$ cat src/lpm_pkg.sv
// Purpose: Shared constants, register map and helpers of the light and proximity sequencer.
// Assumes: 20 MHz system clock, 32-bit Avalon-MM register bus with 8-bit registers.
// Notes: Each register occupies one aligned word; byte address is four times its index.
package lpm_pkg;

    // Register indices and byte addresses.
    localparam int REG_IDX_CMD1 = 0;
    localparam int REG_IDX_CMD2 = 1;
    localparam int REG_IDX_DATA_LSB = 2;
    localparam int REG_IDX_DATA_MSB = 3;
    localparam int REG_IDX_CTRL = 4;
    localparam int REG_IDX_EXT_TRIG = 5;
    localparam int REG_IDX_STATUS = 6;
    localparam int ADDR_W = 5;
    localparam logic [ADDR_W-1:0] ADDR_CMD1 = 5'(REG_IDX_CMD1 * 4);
    localparam logic [ADDR_W-1:0] ADDR_CMD2 = 5'(REG_IDX_CMD2 * 4);
    localparam logic [ADDR_W-1:0] ADDR_DATA_LSB = 5'(REG_IDX_DATA_LSB * 4);
    localparam logic [ADDR_W-1:0] ADDR_DATA_MSB = 5'(REG_IDX_DATA_MSB * 4);
    localparam logic [ADDR_W-1:0] ADDR_CTRL = 5'(REG_IDX_CTRL * 4);
    localparam logic [ADDR_W-1:0] ADDR_EXT_TRIG = 5'(REG_IDX_EXT_TRIG * 4);
    localparam logic [ADDR_W-1:0] ADDR_STATUS = 5'(REG_IDX_STATUS * 4);

    // Reset values.
    localparam logic [7:0] CMD1_RST = 8'h00;
    localparam logic [7:0] CMD2_RST = 8'h00;
    localparam logic [15:0] DATA_RST = 16'h0000;

    // Field positions.
    localparam int OP_LSB = 5;
    localparam int CUR_LSB = 6;
    localparam int FREQ_LSB = 4;
    localparam int RES_LSB = 2;
    localparam int RANGE_LSB = 0;
    localparam int CTRL_EXT_BIT = 0;
    localparam int OP_CONT_BIT = 2;

    // Operation codes; bit 2 selects continuous, bits 1:0 the source.
    localparam logic [2:0] OP_PDOWN = 3'h0;
    localparam logic [2:0] OP_RESERVED = 3'h4;
    localparam logic [1:0] SRC_PROX = 2'h3;

    // Modulation frequency codes.
    localparam logic [1:0] FREQ_DC = 2'h0;
    localparam logic [1:0] FREQ_MOD = 2'h3;

    // Resolution codes.
    localparam logic [1:0] RES_16 = 2'h0;
    localparam logic [1:0] RES_12 = 2'h1;
    localparam logic [1:0] RES_8 = 2'h2;

    // Timing.
    localparam int CLK_KHZ = 20000;
    localparam int MOD_FREQ_KHZ = 360;
    localparam int MOD_HALF_CYC = CLK_KHZ / (2 * MOD_FREQ_KHZ);
    localparam int CYC_16_DEF = 65536;
    localparam logic [16:0] CYC_12 = 17'h01000;
    localparam logic [16:0] CYC_8 = 17'h00100;
    localparam logic [16:0] CYC_4 = 17'h00010;

    // Integration length in oscillator cycles for a resolution code.
    function automatic logic [16:0] lpm_res_cycles(input logic [1:0] res, input logic [16:0] cyc16);
        case (res)
            RES_16: lpm_res_cycles = cyc16;
            RES_12: lpm_res_cycles = CYC_12;
            RES_8: lpm_res_cycles = CYC_8;
            default: lpm_res_cycles = CYC_4;
        endcase
    endfunction : lpm_res_cycles

    // Largest result representable at a resolution code.
    function automatic logic [15:0] lpm_res_max(input logic [1:0] res);
        case (res)
            RES_16: lpm_res_max = 16'hFFFF;
            RES_12: lpm_res_max = 16'h0FFF;
            RES_8: lpm_res_max = 16'h00FF;
            default: lpm_res_max = 16'h000F;
        endcase
    endfunction : lpm_res_max

    // True for the six measuring operation codes.
    function automatic logic lpm_op_measures(input logic [2:0] op);
        lpm_op_measures = (op != OP_PDOWN) && (op != OP_RESERVED);
    endfunction : lpm_op_measures

endpackage : lpm_pkg

$ cat src/lpm_conv_if.sv
// Purpose: Carries conversion control and results between sequencer and integrator.
// Assumes: One clock domain.
// Notes: Start, abort, stop and done are one-cycle pulses.
`timescale 1ns/1ps
interface lpm_conv_if;
    logic start;
    logic abort;
    logic stop;
    logic ext_mode;
    logic [1:0] res;
    logic done;
    logic [15:0] result;
    modport seq (output start, output abort, output stop, output ext_mode, output res,
                 input done, input result);
    modport integ (input start, input abort, input stop, input ext_mode, input res,
                   output done, output result);
endinterface : lpm_conv_if

$ cat src/lpm_integrator.sv
// Purpose: Times one integration and counts charge-balance pulses into a result.
// Assumes: i_adc_pulse is one cycle per charge packet, synchronous to the clock.
// Notes: Result saturates at the largest value of the selected width.
`timescale 1ns/1ps
module lpm_integrator
    import lpm_pkg::*;
#(
    parameter int P_CYC_16 = CYC_16_DEF
) (
    // Clock and reset.
    input wire logic i_ref_clk,
    input wire logic i_rst_b,
    // Front end.
    input wire logic i_adc_pulse,
    // Sequencer side.
    lpm_conv_if.integ conv
);

    if (P_CYC_16 < 2 || P_CYC_16 > 65536) begin : g_chk
        $error("P_CYC_16 out of range");
    end

    logic running_r;
    logic ext_r;
    logic [16:0] target_r;
    logic [15:0] max_r;
    logic [16:0] cyc_r;
    logic [15:0] acc_r;
    logic done_r;
    logic [15:0] result_r;
    logic finish;

    // Internal timing ends after the cycle count; external timing at the stop command.
    assign finish = running_r && (ext_r ? conv.stop : (cyc_r + 17'h00001 == target_r));

    ////////////////////////////////////////////////////////////////////////////
    always_ff @(posedge i_ref_clk or negedge i_rst_b) begin
        if (!i_rst_b) begin
            running_r <= 1'b0;
            ext_r <= 1'b0;
            target_r <= 17'h00000;
            max_r <= 16'h0000;
            cyc_r <= 17'h00000;
            acc_r <= 16'h0000;
        end else if (conv.start) begin
            running_r <= 1'b1;
            ext_r <= conv.ext_mode;
            target_r <= lpm_res_cycles(conv.res, 17'(P_CYC_16));
            max_r <= lpm_res_max(conv.res);
            cyc_r <= 17'h00000;
            acc_r <= 16'h0000;
        end else if (conv.abort || finish) begin
            running_r <= 1'b0;
        end else if (running_r) begin
            if (cyc_r != 17'h1FFFF) begin
                cyc_r <= cyc_r + 17'h00001;
            end
            if (i_adc_pulse && acc_r != max_r) begin
                acc_r <= acc_r + 16'h0001;
            end
        end
    end

    always_ff @(posedge i_ref_clk or negedge i_rst_b) begin
        if (!i_rst_b) begin
            done_r <= 1'b0;
            result_r <= DATA_RST;
        end else begin
            done_r <= finish && !conv.abort;
            if (finish && !conv.abort) begin
                result_r <= (i_adc_pulse && acc_r != max_r) ? acc_r + 16'h0001 : acc_r;
            end
        end
    end

    assign conv.done = done_r;
    assign conv.result = result_r;

endmodule : lpm_integrator

$ cat src/lpm_ir_driver.sv
// Purpose: Gates the IR LED driver and applies its current and modulation settings.
// Assumes: Settings are stable while the driver is enabled.
// Notes: Codes other than DC and full-rate modulation drive steady DC.
`timescale 1ns/1ps
module lpm_ir_driver
    import lpm_pkg::*;
#(
    parameter int P_HALF_CYC = MOD_HALF_CYC
) (
    // Clock and reset.
    input wire logic i_ref_clk,
    input wire logic i_rst_b,
    // Control.
    input wire logic i_enable,
    input wire logic [1:0] i_freq_sel,
    input wire logic [1:0] i_cur_sel,
    // LED pins.
    output logic o_drive,
    output logic [1:0] o_cur_sel
);

    if (P_HALF_CYC < 1 || P_HALF_CYC > 255) begin : g_chk
        $error("P_HALF_CYC out of range");
    end

    logic [7:0] half_r;
    logic phase_r;

    // Equal on and off halves give the fifty percent duty.
    always_ff @(posedge i_ref_clk or negedge i_rst_b) begin
        if (!i_rst_b) begin
            half_r <= 8'h00;
            phase_r <= 1'b1;
        end else if (!i_enable || i_freq_sel != FREQ_MOD) begin
            half_r <= 8'h00;
            phase_r <= 1'b1;
        end else if (half_r == 8'(P_HALF_CYC - 1)) begin
            half_r <= 8'h00;
            phase_r <= ~phase_r;
        end else begin
            half_r <= half_r + 8'h01;
        end
    end

    always_ff @(posedge i_ref_clk or negedge i_rst_b) begin
        if (!i_rst_b) begin
            o_drive <= 1'b0;
            o_cur_sel <= 2'h0;
        end else begin
            o_drive <= i_enable && (i_freq_sel == FREQ_MOD ? phase_r : 1'b1);
            o_cur_sel <= i_cur_sel;
        end
    end

endmodule : lpm_ir_driver

$ cat src/lpm_ctrl.sv
// Purpose: Measurement sequencer and register file of the light and proximity sensor.
// Assumes: Avalon-MM master holds each request until waitrequest is seen low.
// Notes: Every bus access answers in exactly two cycles.
//
// Added by the designer: the placing of the registers and the Avalon-MM register port.
`timescale 1ns/1ps
module lpm_ctrl
    import lpm_pkg::*;
#(
    parameter int P_CYC_16 = CYC_16_DEF,
    parameter int P_HALF_CYC = MOD_HALF_CYC
) (
    // Clock and reset.
    input wire logic i_ref_clk,
    input wire logic i_rst_b,
    // Avalon-MM slave.
    input wire logic [ADDR_W-1:0] i_avs_address,
    input wire logic i_avs_read,
    input wire logic i_avs_write,
    input wire logic [31:0] i_avs_writedata,
    input wire logic [3:0] i_avs_byteenable,
    output logic [31:0] o_avs_readdata,
    output logic o_avs_waitrequest,
    // Converter front end.
    input wire logic i_adc_pulse,
    output logic o_adc_active,
    output logic [1:0] o_adc_src,
    output logic [1:0] o_range_sel,
    // IR LED driver.
    output logic o_ir_led_drive_out,
    output logic [1:0] o_led_current_sel
);

    typedef enum logic [1:0] {
        ST_PDOWN,
        ST_ARM,
        ST_INTEG
    } lpm_state_e;

    ////////////////////////////////////////////////////////////////////////////
    // Declarations.

    lpm_conv_if conv ();

    lpm_state_e state_r;
    lpm_state_e state_nxt;
    logic [7:0] cmd1_r;
    logic [7:0] cmd2_r;
    logic [15:0] data_r;
    logic ext_mode_r;
    logic ext_act_r;
    logic [2:0] op_act_r;
    logic [2:0] op_nxt;
    logic wait_r;
    logic [31:0] rdata_r;
    logic adc_active_r;
    logic [1:0] adc_src_r;
    logic [1:0] range_r;
    logic prox_en_r;
    logic wr_fire;
    logic wr_cmd1;
    logic wr_trig;
    logic [2:0] wr_op;
    logic conv_start;
    logic conv_abort;
    logic conv_stop;
    logic [7:0] rd_byte;

    ////////////////////////////////////////////////////////////////////////////
    // Bus slave. The first cycle of a request drops waitrequest and captures
    // read data; the second cycle is the one the master samples, and a write
    // takes effect there. Only byte lane 0 carries the 8-bit registers.

    assign wr_fire = i_avs_write && !wait_r && i_avs_byteenable[0];
    assign wr_cmd1 = wr_fire && i_avs_address == ADDR_CMD1;
    assign wr_trig = wr_fire && i_avs_address == ADDR_EXT_TRIG;
    assign wr_op = i_avs_writedata[OP_LSB +: 3];

    always_ff @(posedge i_ref_clk or negedge i_rst_b) begin
        if (!i_rst_b) begin
            wait_r <= 1'b1;
        end else begin
            wait_r <= !((i_avs_read || i_avs_write) && wait_r);
        end
    end

    always_comb begin
        case (i_avs_address)
            ADDR_CMD1: rd_byte = cmd1_r;
            ADDR_CMD2: rd_byte = cmd2_r;
            ADDR_DATA_LSB: rd_byte = data_r[7:0];
            ADDR_DATA_MSB: rd_byte = data_r[15:8];
            ADDR_CTRL: rd_byte = {7'h00, ext_mode_r};
            ADDR_STATUS: rd_byte = {2'h0, ext_act_r, op_act_r, state_r == ST_ARM,
                                    state_r == ST_INTEG};
            default: rd_byte = 8'h00;
        endcase
    end

    always_ff @(posedge i_ref_clk or negedge i_rst_b) begin
        if (!i_rst_b) begin
            rdata_r <= 32'h00000000;
        end else if (i_avs_read && wait_r) begin
            rdata_r <= {24'h000000, rd_byte};
        end
    end

    ////////////////////////////////////////////////////////////////////////////
    // Command registers. They keep their value until software rewrites them;
    // the unused low bits of the first one always read back as zero.

    always_ff @(posedge i_ref_clk or negedge i_rst_b) begin
        if (!i_rst_b) begin
            cmd1_r <= CMD1_RST;
        end else if (wr_cmd1) begin
            cmd1_r <= {wr_op, 5'h00};
        end
    end

    always_ff @(posedge i_ref_clk or negedge i_rst_b) begin
        if (!i_rst_b) begin
            cmd2_r <= CMD2_RST;
        end else if (wr_fire && i_avs_address == ADDR_CMD2) begin
            cmd2_r <= i_avs_writedata[7:0];
        end
    end

    always_ff @(posedge i_ref_clk or negedge i_rst_b) begin
        if (!i_rst_b) begin
            ext_mode_r <= 1'b0;
        end else if (wr_fire && i_avs_address == ADDR_CTRL) begin
            ext_mode_r <= i_avs_writedata[CTRL_EXT_BIT];
        end
    end

    ////////////////////////////////////////////////////////////////////////////
    // Sequencer. A command write always wins over whatever the current state
    // would do, so a running conversion is dropped without touching the data.

    always_comb begin
        state_nxt = state_r;
        op_nxt = op_act_r;
        conv_start = 1'b0;
        conv_abort = 1'b0;
        conv_stop = 1'b0;
        if (wr_cmd1) begin
            conv_abort = (state_r == ST_INTEG);
            op_nxt = wr_op;
            if (lpm_op_measures(wr_op)) begin
                if (ext_mode_r) begin
                    state_nxt = ST_ARM;
                end else begin
                    state_nxt = ST_INTEG;
                    conv_start = 1'b1;
                end
            end else begin
                state_nxt = ST_PDOWN;
            end
        end else begin
            case (state_r)
                ST_PDOWN: begin
                    state_nxt = ST_PDOWN;
                end
                ST_ARM: begin
                    if (wr_trig) begin
                        state_nxt = ST_INTEG;
                        conv_start = 1'b1;
                    end
                end
                ST_INTEG: begin
                    // In external timing the trigger that ends one period opens the next when the operation is continuous.
                    if (ext_act_r && wr_trig) begin
                        conv_stop = 1'b1;
                        conv_start = op_act_r[OP_CONT_BIT];
                    end
                    if (conv.done) begin
                        if (!op_act_r[OP_CONT_BIT]) begin
                            state_nxt = ST_PDOWN;
                        end else if (!ext_act_r) begin
                            conv_start = 1'b1;
                        end
                    end
                end
                default: begin
                    state_nxt = ST_PDOWN;
                end
            endcase
        end
    end

    always_ff @(posedge i_ref_clk or negedge i_rst_b) begin
        if (!i_rst_b) begin
            state_r <= ST_PDOWN;
            op_act_r <= OP_PDOWN;
        end else begin
            state_r <= state_nxt;
            op_act_r <= op_nxt;
        end
    end

    // The sequencer's timing mode is latched at each command write, while the
    // integrator takes ext_mode_r at every start, continuous restarts included.
    always_ff @(posedge i_ref_clk or negedge i_rst_b) begin
        if (!i_rst_b) begin
            ext_act_r <= 1'b0;
        end else if (wr_cmd1) begin
            ext_act_r <= ext_mode_r;
        end
    end

    ////////////////////////////////////////////////////////////////////////////
    // Result data. Every completed conversion overwrites it; nothing else does.

    always_ff @(posedge i_ref_clk or negedge i_rst_b) begin
        if (!i_rst_b) begin
            data_r <= DATA_RST;
        end else if (conv.done) begin
            data_r <= conv.result;
        end
    end

    ////////////////////////////////////////////////////////////////////////////
    // Front end settings, taken at each start and held through the conversion.

    always_ff @(posedge i_ref_clk or negedge i_rst_b) begin
        if (!i_rst_b) begin
            adc_src_r <= 2'h0;
            range_r <= 2'h0;
            prox_en_r <= 1'b0;
        end else begin
            if (conv_start) begin
                adc_src_r <= op_nxt[1:0];
                range_r <= cmd2_r[RANGE_LSB +: 2];
            end
            prox_en_r <= (state_nxt == ST_INTEG) && (conv_start ?
                         op_nxt[1:0] == SRC_PROX : prox_en_r);
        end
    end

    always_ff @(posedge i_ref_clk or negedge i_rst_b) begin
        if (!i_rst_b) begin
            adc_active_r <= 1'b0;
        end else begin
            adc_active_r <= (state_nxt == ST_INTEG);
        end
    end

    ////////////////////////////////////////////////////////////////////////////
    // Integrator.

    assign conv.start = conv_start;
    assign conv.abort = conv_abort;
    assign conv.stop = conv_stop;
    assign conv.ext_mode = ext_mode_r;
    assign conv.res = cmd2_r[RES_LSB +: 2];

    lpm_integrator #(
        .P_CYC_16(P_CYC_16)
    ) u_integ (
        .i_ref_clk(i_ref_clk),
        .i_rst_b(i_rst_b),
        .i_adc_pulse(i_adc_pulse),
        .conv(conv.integ)
    );

    ////////////////////////////////////////////////////////////////////////////
    // IR LED driver.

    lpm_ir_driver #(
        .P_HALF_CYC(P_HALF_CYC)
    ) u_ir (
        .i_ref_clk(i_ref_clk),
        .i_rst_b(i_rst_b),
        .i_enable(prox_en_r),
        .i_freq_sel(cmd2_r[FREQ_LSB +: 2]),
        .i_cur_sel(cmd2_r[CUR_LSB +: 2]),
        .o_drive(o_ir_led_drive_out),
        .o_cur_sel(o_led_current_sel)
    );

    ////////////////////////////////////////////////////////////////////////////
    // Outputs.

    assign o_avs_readdata = rdata_r;
    assign o_avs_waitrequest = wait_r;
    assign o_adc_active = adc_active_r;
    assign o_adc_src = adc_src_r;
    assign o_range_sel = range_r;

endmodule : lpm_ctrl

$ cat config.mk
export PLATFORM = sky130hd
export DESIGN_NAME = lpm_ctrl
export DESIGN_NICKNAME = d
export VERILOG_FILES = /design/src/lpm_pkg.sv /design/src/lpm_conv_if.sv /design/src/lpm_integrator.sv /design/src/lpm_ir_driver.sv /design/src/lpm_ctrl.sv
export SDC_FILE = /design/constraint.sdc
export NUM_CORES = 1
export LEC_CHECK = 0
export BUFFER_PORTS_ARGS = -buffer_cell sky130_fd_sc_hd__buf_2
export CORE_ASPECT_RATIO = 0.8
export CORE_UTILIZATION = 49
export DETAILED_ROUTE_END_ITERATION = 7
export GPL_TIMING_DRIVEN = 0
export MAX_ROUTING_LAYER = met4
export PLACE_DENSITY = 0.75
export SYNTH_ARGS = -nofsm -noshare
export SYNTH_HDL_FRONTEND = slang
export SYNTH_SLANG_ARGS = --single-unit
$ cat constraint.sdc
create_clock -name i_ref_clk -period 5.29 [get_ports i_ref_clk]
set_input_delay 0.529 -clock i_ref_clk [delete_from_list [all_inputs] [get_ports i_ref_clk]]
set_output_delay 0.529 -clock i_ref_clk [all_outputs]
set_load 0.02 [all_outputs]
==> results.yml <==
placed_design:
  numPlacedInstances: 868
  finalWeightedCongestion: 0.942
  place_area_mm2: 0.00685
  port_buffers: 34
  dp_hpwl_um: 11200
detailed_routing:
  vias: 5178
  drt_iter0_markers: 523
  wl_per_cell_um: 17.4
  firstDrtPassIters: 5
  drc: 0
  avgViaCountPerCell: 5.75
  wl_um: 15700
  antenna_left: 0
critical_path:
  crit_required_ns: 5.59
  startpoint: "u_integ.cyc_r[7]"
  worstSetupEndpoint: "u_integ.conv.result[8]"
  cp-end-kind: "flip-flop"
  r2r-end: "u_integ.conv.result[8]"
  cp_cell_sequence: "buf_4 -> and4_4 -> and2_1 -> nand4_1 -> nor2_1 -> ha_1 -> xor2_1 -> or3_1 -> a21o_1 -> a2111oi_2 -> nand4_1 -> a21oi_4 -> buf_6 -> mux2_2"
  r2r_start: "u_integ.cyc_r[7]"
  slowest_stage: "dfrtp_1"
  rrSetupSlack_ns: 1.57
  worstPathArrival_ns: 4.02
  slowest_delay_ns: 0.35
  path_class: "flip-flop to flip-flop"
  cp_max_fo: 10
  cpMostUsedCell: "nand4_1"
  start_kind: "flip-flop"
  reg2reg_depth: 14
sta:
  hold_slack_ns: 0.272
  fin_setup_tns_ns: 0
  slew_headroom: 0.456
  tightest_slew_ns: 0.814
  fin_crit_sh: 0.703
  finClkSkew_ns: 0.00680
  period_minus_slack_ns: 3.72
  final-max-slew-violation-count: 0
  setup_viol: 0
  fmax_mhz: 269
  finalHoldViolations: 0
  rsz0062_at_grt: "no"
finish:
  fin_util: 0.601
  instances_no_fill: 901
  final_cell_mix: "dfrtp_1 (117), nand2_1 (76), a21oi_1 (42)"
  seqCellArea_mm2: 0.00298
  final_area_mm2: 0.00744
  drive_gt1_frac: 0.208
  multi_input_area_mm2: 0.00307
  fillerInstances: 1008
  syn_to_final_growth_pct: 17.2
  nNetsFinal: 770
  n_antenna_cell: 0
  layout.cells.most_common: "dfrtp_1"
power_and_ir_drop:
  worst_ir_drop_vdd_mv: 0.233
  leakage_nw: 3.41
  power-per-cell-area_mw_per_mm2: 325
global_route:
  grt_max_degree: 95
  grt_pass1_wl_um: 25700
  gr-usage-all-layers: 0.259
  antenna_found_initial: 0
  grt_pass1_vias: 4981
  grt_overflow: 0
die:
  start_util: 0.513
  core_mm2: 0.0124
  fp.dieH_um: 104
  ioPinCount: 87
  die_w_um: 129
  rows: 36
  die-area_mm2: 0.0134
clocking:
  clock_latency_ns: 0.42
  root_buffer: "clkbuf_16"
  clk_pin_slew_ns: 0.06
  cts_buffers: 17
  cts_tree: "yes"
  cts_resized: 0
  postCtsSetupBuffers: 0
  cts_buffer_depth: 2
  cts.sinks: 119
  h-tree-depth: 4
  hold_buffers: 1
synth:
  syn_area_per_cell_um2: 9.94
  syn_area_mm2: 0.00635
  synth_edf_count: 0
  postSynthCellCount: 639
  async_flop_share: 1.00
  yosysUniqueCellTypes: 63
  yosys_warnings: 0
  ys.flop_type: "dfrtp_1"
  ys_ff_latch: 119
  yosysSeqAreaShare: 0.469
run:
  drv_cap: 0
outcome:
  status: "finished, final reports clean"
min_path:
  hold_class: "input port to flip-flop"
sequential cells by signal, indices dropped and copies added, names as in the netlist, 3 cells and up:
name,flops
u_integ.acc_r,16
u_ir.half_r,8
u_integ.target_r,3
u_integ.max_r,4
o_avs_readdata,8
data_r,16
op_act_r,3
u_integ.conv.result,16
cmd2_r,8
u_integ.cyc_r,17
report_power, final:
group	leakage [nW]	switching [W]	internal, W
clock	0.269	0.000437	0.000695
sequential	1.64	0.0000461	0.000954
combinational	1.51	0.000181	0.000107
total	3.41	0.000664	0.00176
area by class of cell:
type | instances | share of cell area
Buffer | 54 | 0.0459
Clock buffer | 18 | 0.0576
Clock inverter | 14 | 0.0203
Inverter | 13 | 0.00655
Multi-Input combinational cell | 476 | 0.412
Sequential cell | 119 | 0.400
Tap cell | 171 | 0.0287
Timing Repair Buffer | 36 | 0.0287
per-layer routing:
layer | global-route usage | share of wire | vias up
li1 | - | - | 2429
met5 | - | 0 | -
met4 | 0.108 | 0.018 | 0
met2 | 0.355 | 0.43 | 186
met3 | 0.0496 | 0.068 | 30
met1 | 0.374 | 0.48 | 2533
worst min path at each step:
stage / cells past startpoint / end / slack, ns / startpoint
after detailed placement: 0 / u_ir.o_cur_sel[0] / 0.40 / cmd2_r[6]
after floorplan: 0 / cmd1_r[5] / 0.23 / i_rst_b
after global routing: 2 / o_avs_waitrequest / 0.28 / i_avs_read
final: 2 / o_avs_waitrequest / 0.27 / i_avs_read
after CTS: 2 / o_avs_waitrequest / 0.26 / i_avs_read
after global placement: 0 / u_ir.o_cur_sel[0] / 0.40 / cmd2_r[6]
stage by stage:
step / power (W) / worst slack [ns]
4_1_cts: 0.00243 / 1.57
5_1_grt: 0.00251 / 1.31
2_1_floorplan: 0.00119 / 2.02
3_5_place_dp: 0.00130 / 1.60
3_3_place_gp: 0.00129 / 1.66
6_report: 0.00242 / 1.57
synth_stat cells (all sizes together) (2+ instances only):
cell / n / area share
mux2i: 9 / 0.014
nand2: 76 / 0.045
nor2b: 2 / 0.0020
nand3b: 3 / 0.0035
buf: 37 / 0.044
a22oi: 2 / 0.0024
a21o: 3 / 0.0035
dfstp: 2 / 0.0083
or3: 20 / 0.020
and2: 12 / 0.012
nand3: 26 / 0.020
or2: 2 / 0.0020
a31oi: 2 / 0.0020
xor2: 9 / 0.012
nand2b: 3 / 0.0030
ha: 7 / 0.014
o31ai: 18 / 0.022
or4: 19 / 0.022
clkbuf: 17 / 0.010
xnor2: 20 / 0.028
o21a: 5 / 0.0059
o211ai: 3 / 0.0035
o22ai: 4 / 0.0039
a21oi: 43 / 0.036
inv: 13 / 0.0077
mux2: 42 / 0.074
nor3: 7 / 0.0055
nand4: 15 / 0.016
o21ai: 32 / 0.026
a21boi: 4 / 0.0047
nor2: 29 / 0.017
a221oi: 6 / 0.0083
dfrtp: 117 / 0.46
o2bb2ai: 2 / 0.0028
nor4: 5 / 0.0049
and4: 3 / 0.0045
and3: 6 / 0.0059
cell families (layout without fill, tap and decap cells):
kind of cell,Yosys count,in the layout,share of synthesized area
simple gates,235,235,0.195
compound gates,130,130,0.131
flops,119,119,0.469
buf+inv,67,135,0.0615
mux,51,51,0.0887
xor+xnor,29,29,0.0400
fa+ha+maj,7,7,0.0138
other cells,1,24,0.000591
worst max-delay path, delay by kind of cell, from the launching register on:
family | cells | cell delay [ns]
simple gates | 6 | 1.36
fa+ha+maj | 1 | 0.29
compound gates | 3 | 0.73
mux | 1 | 0.34
flops | 1 | 0.35
buf+inv | 2 | 0.39
xor+xnor | 1 | 0.16
Power figures use the tool's default switching activity.
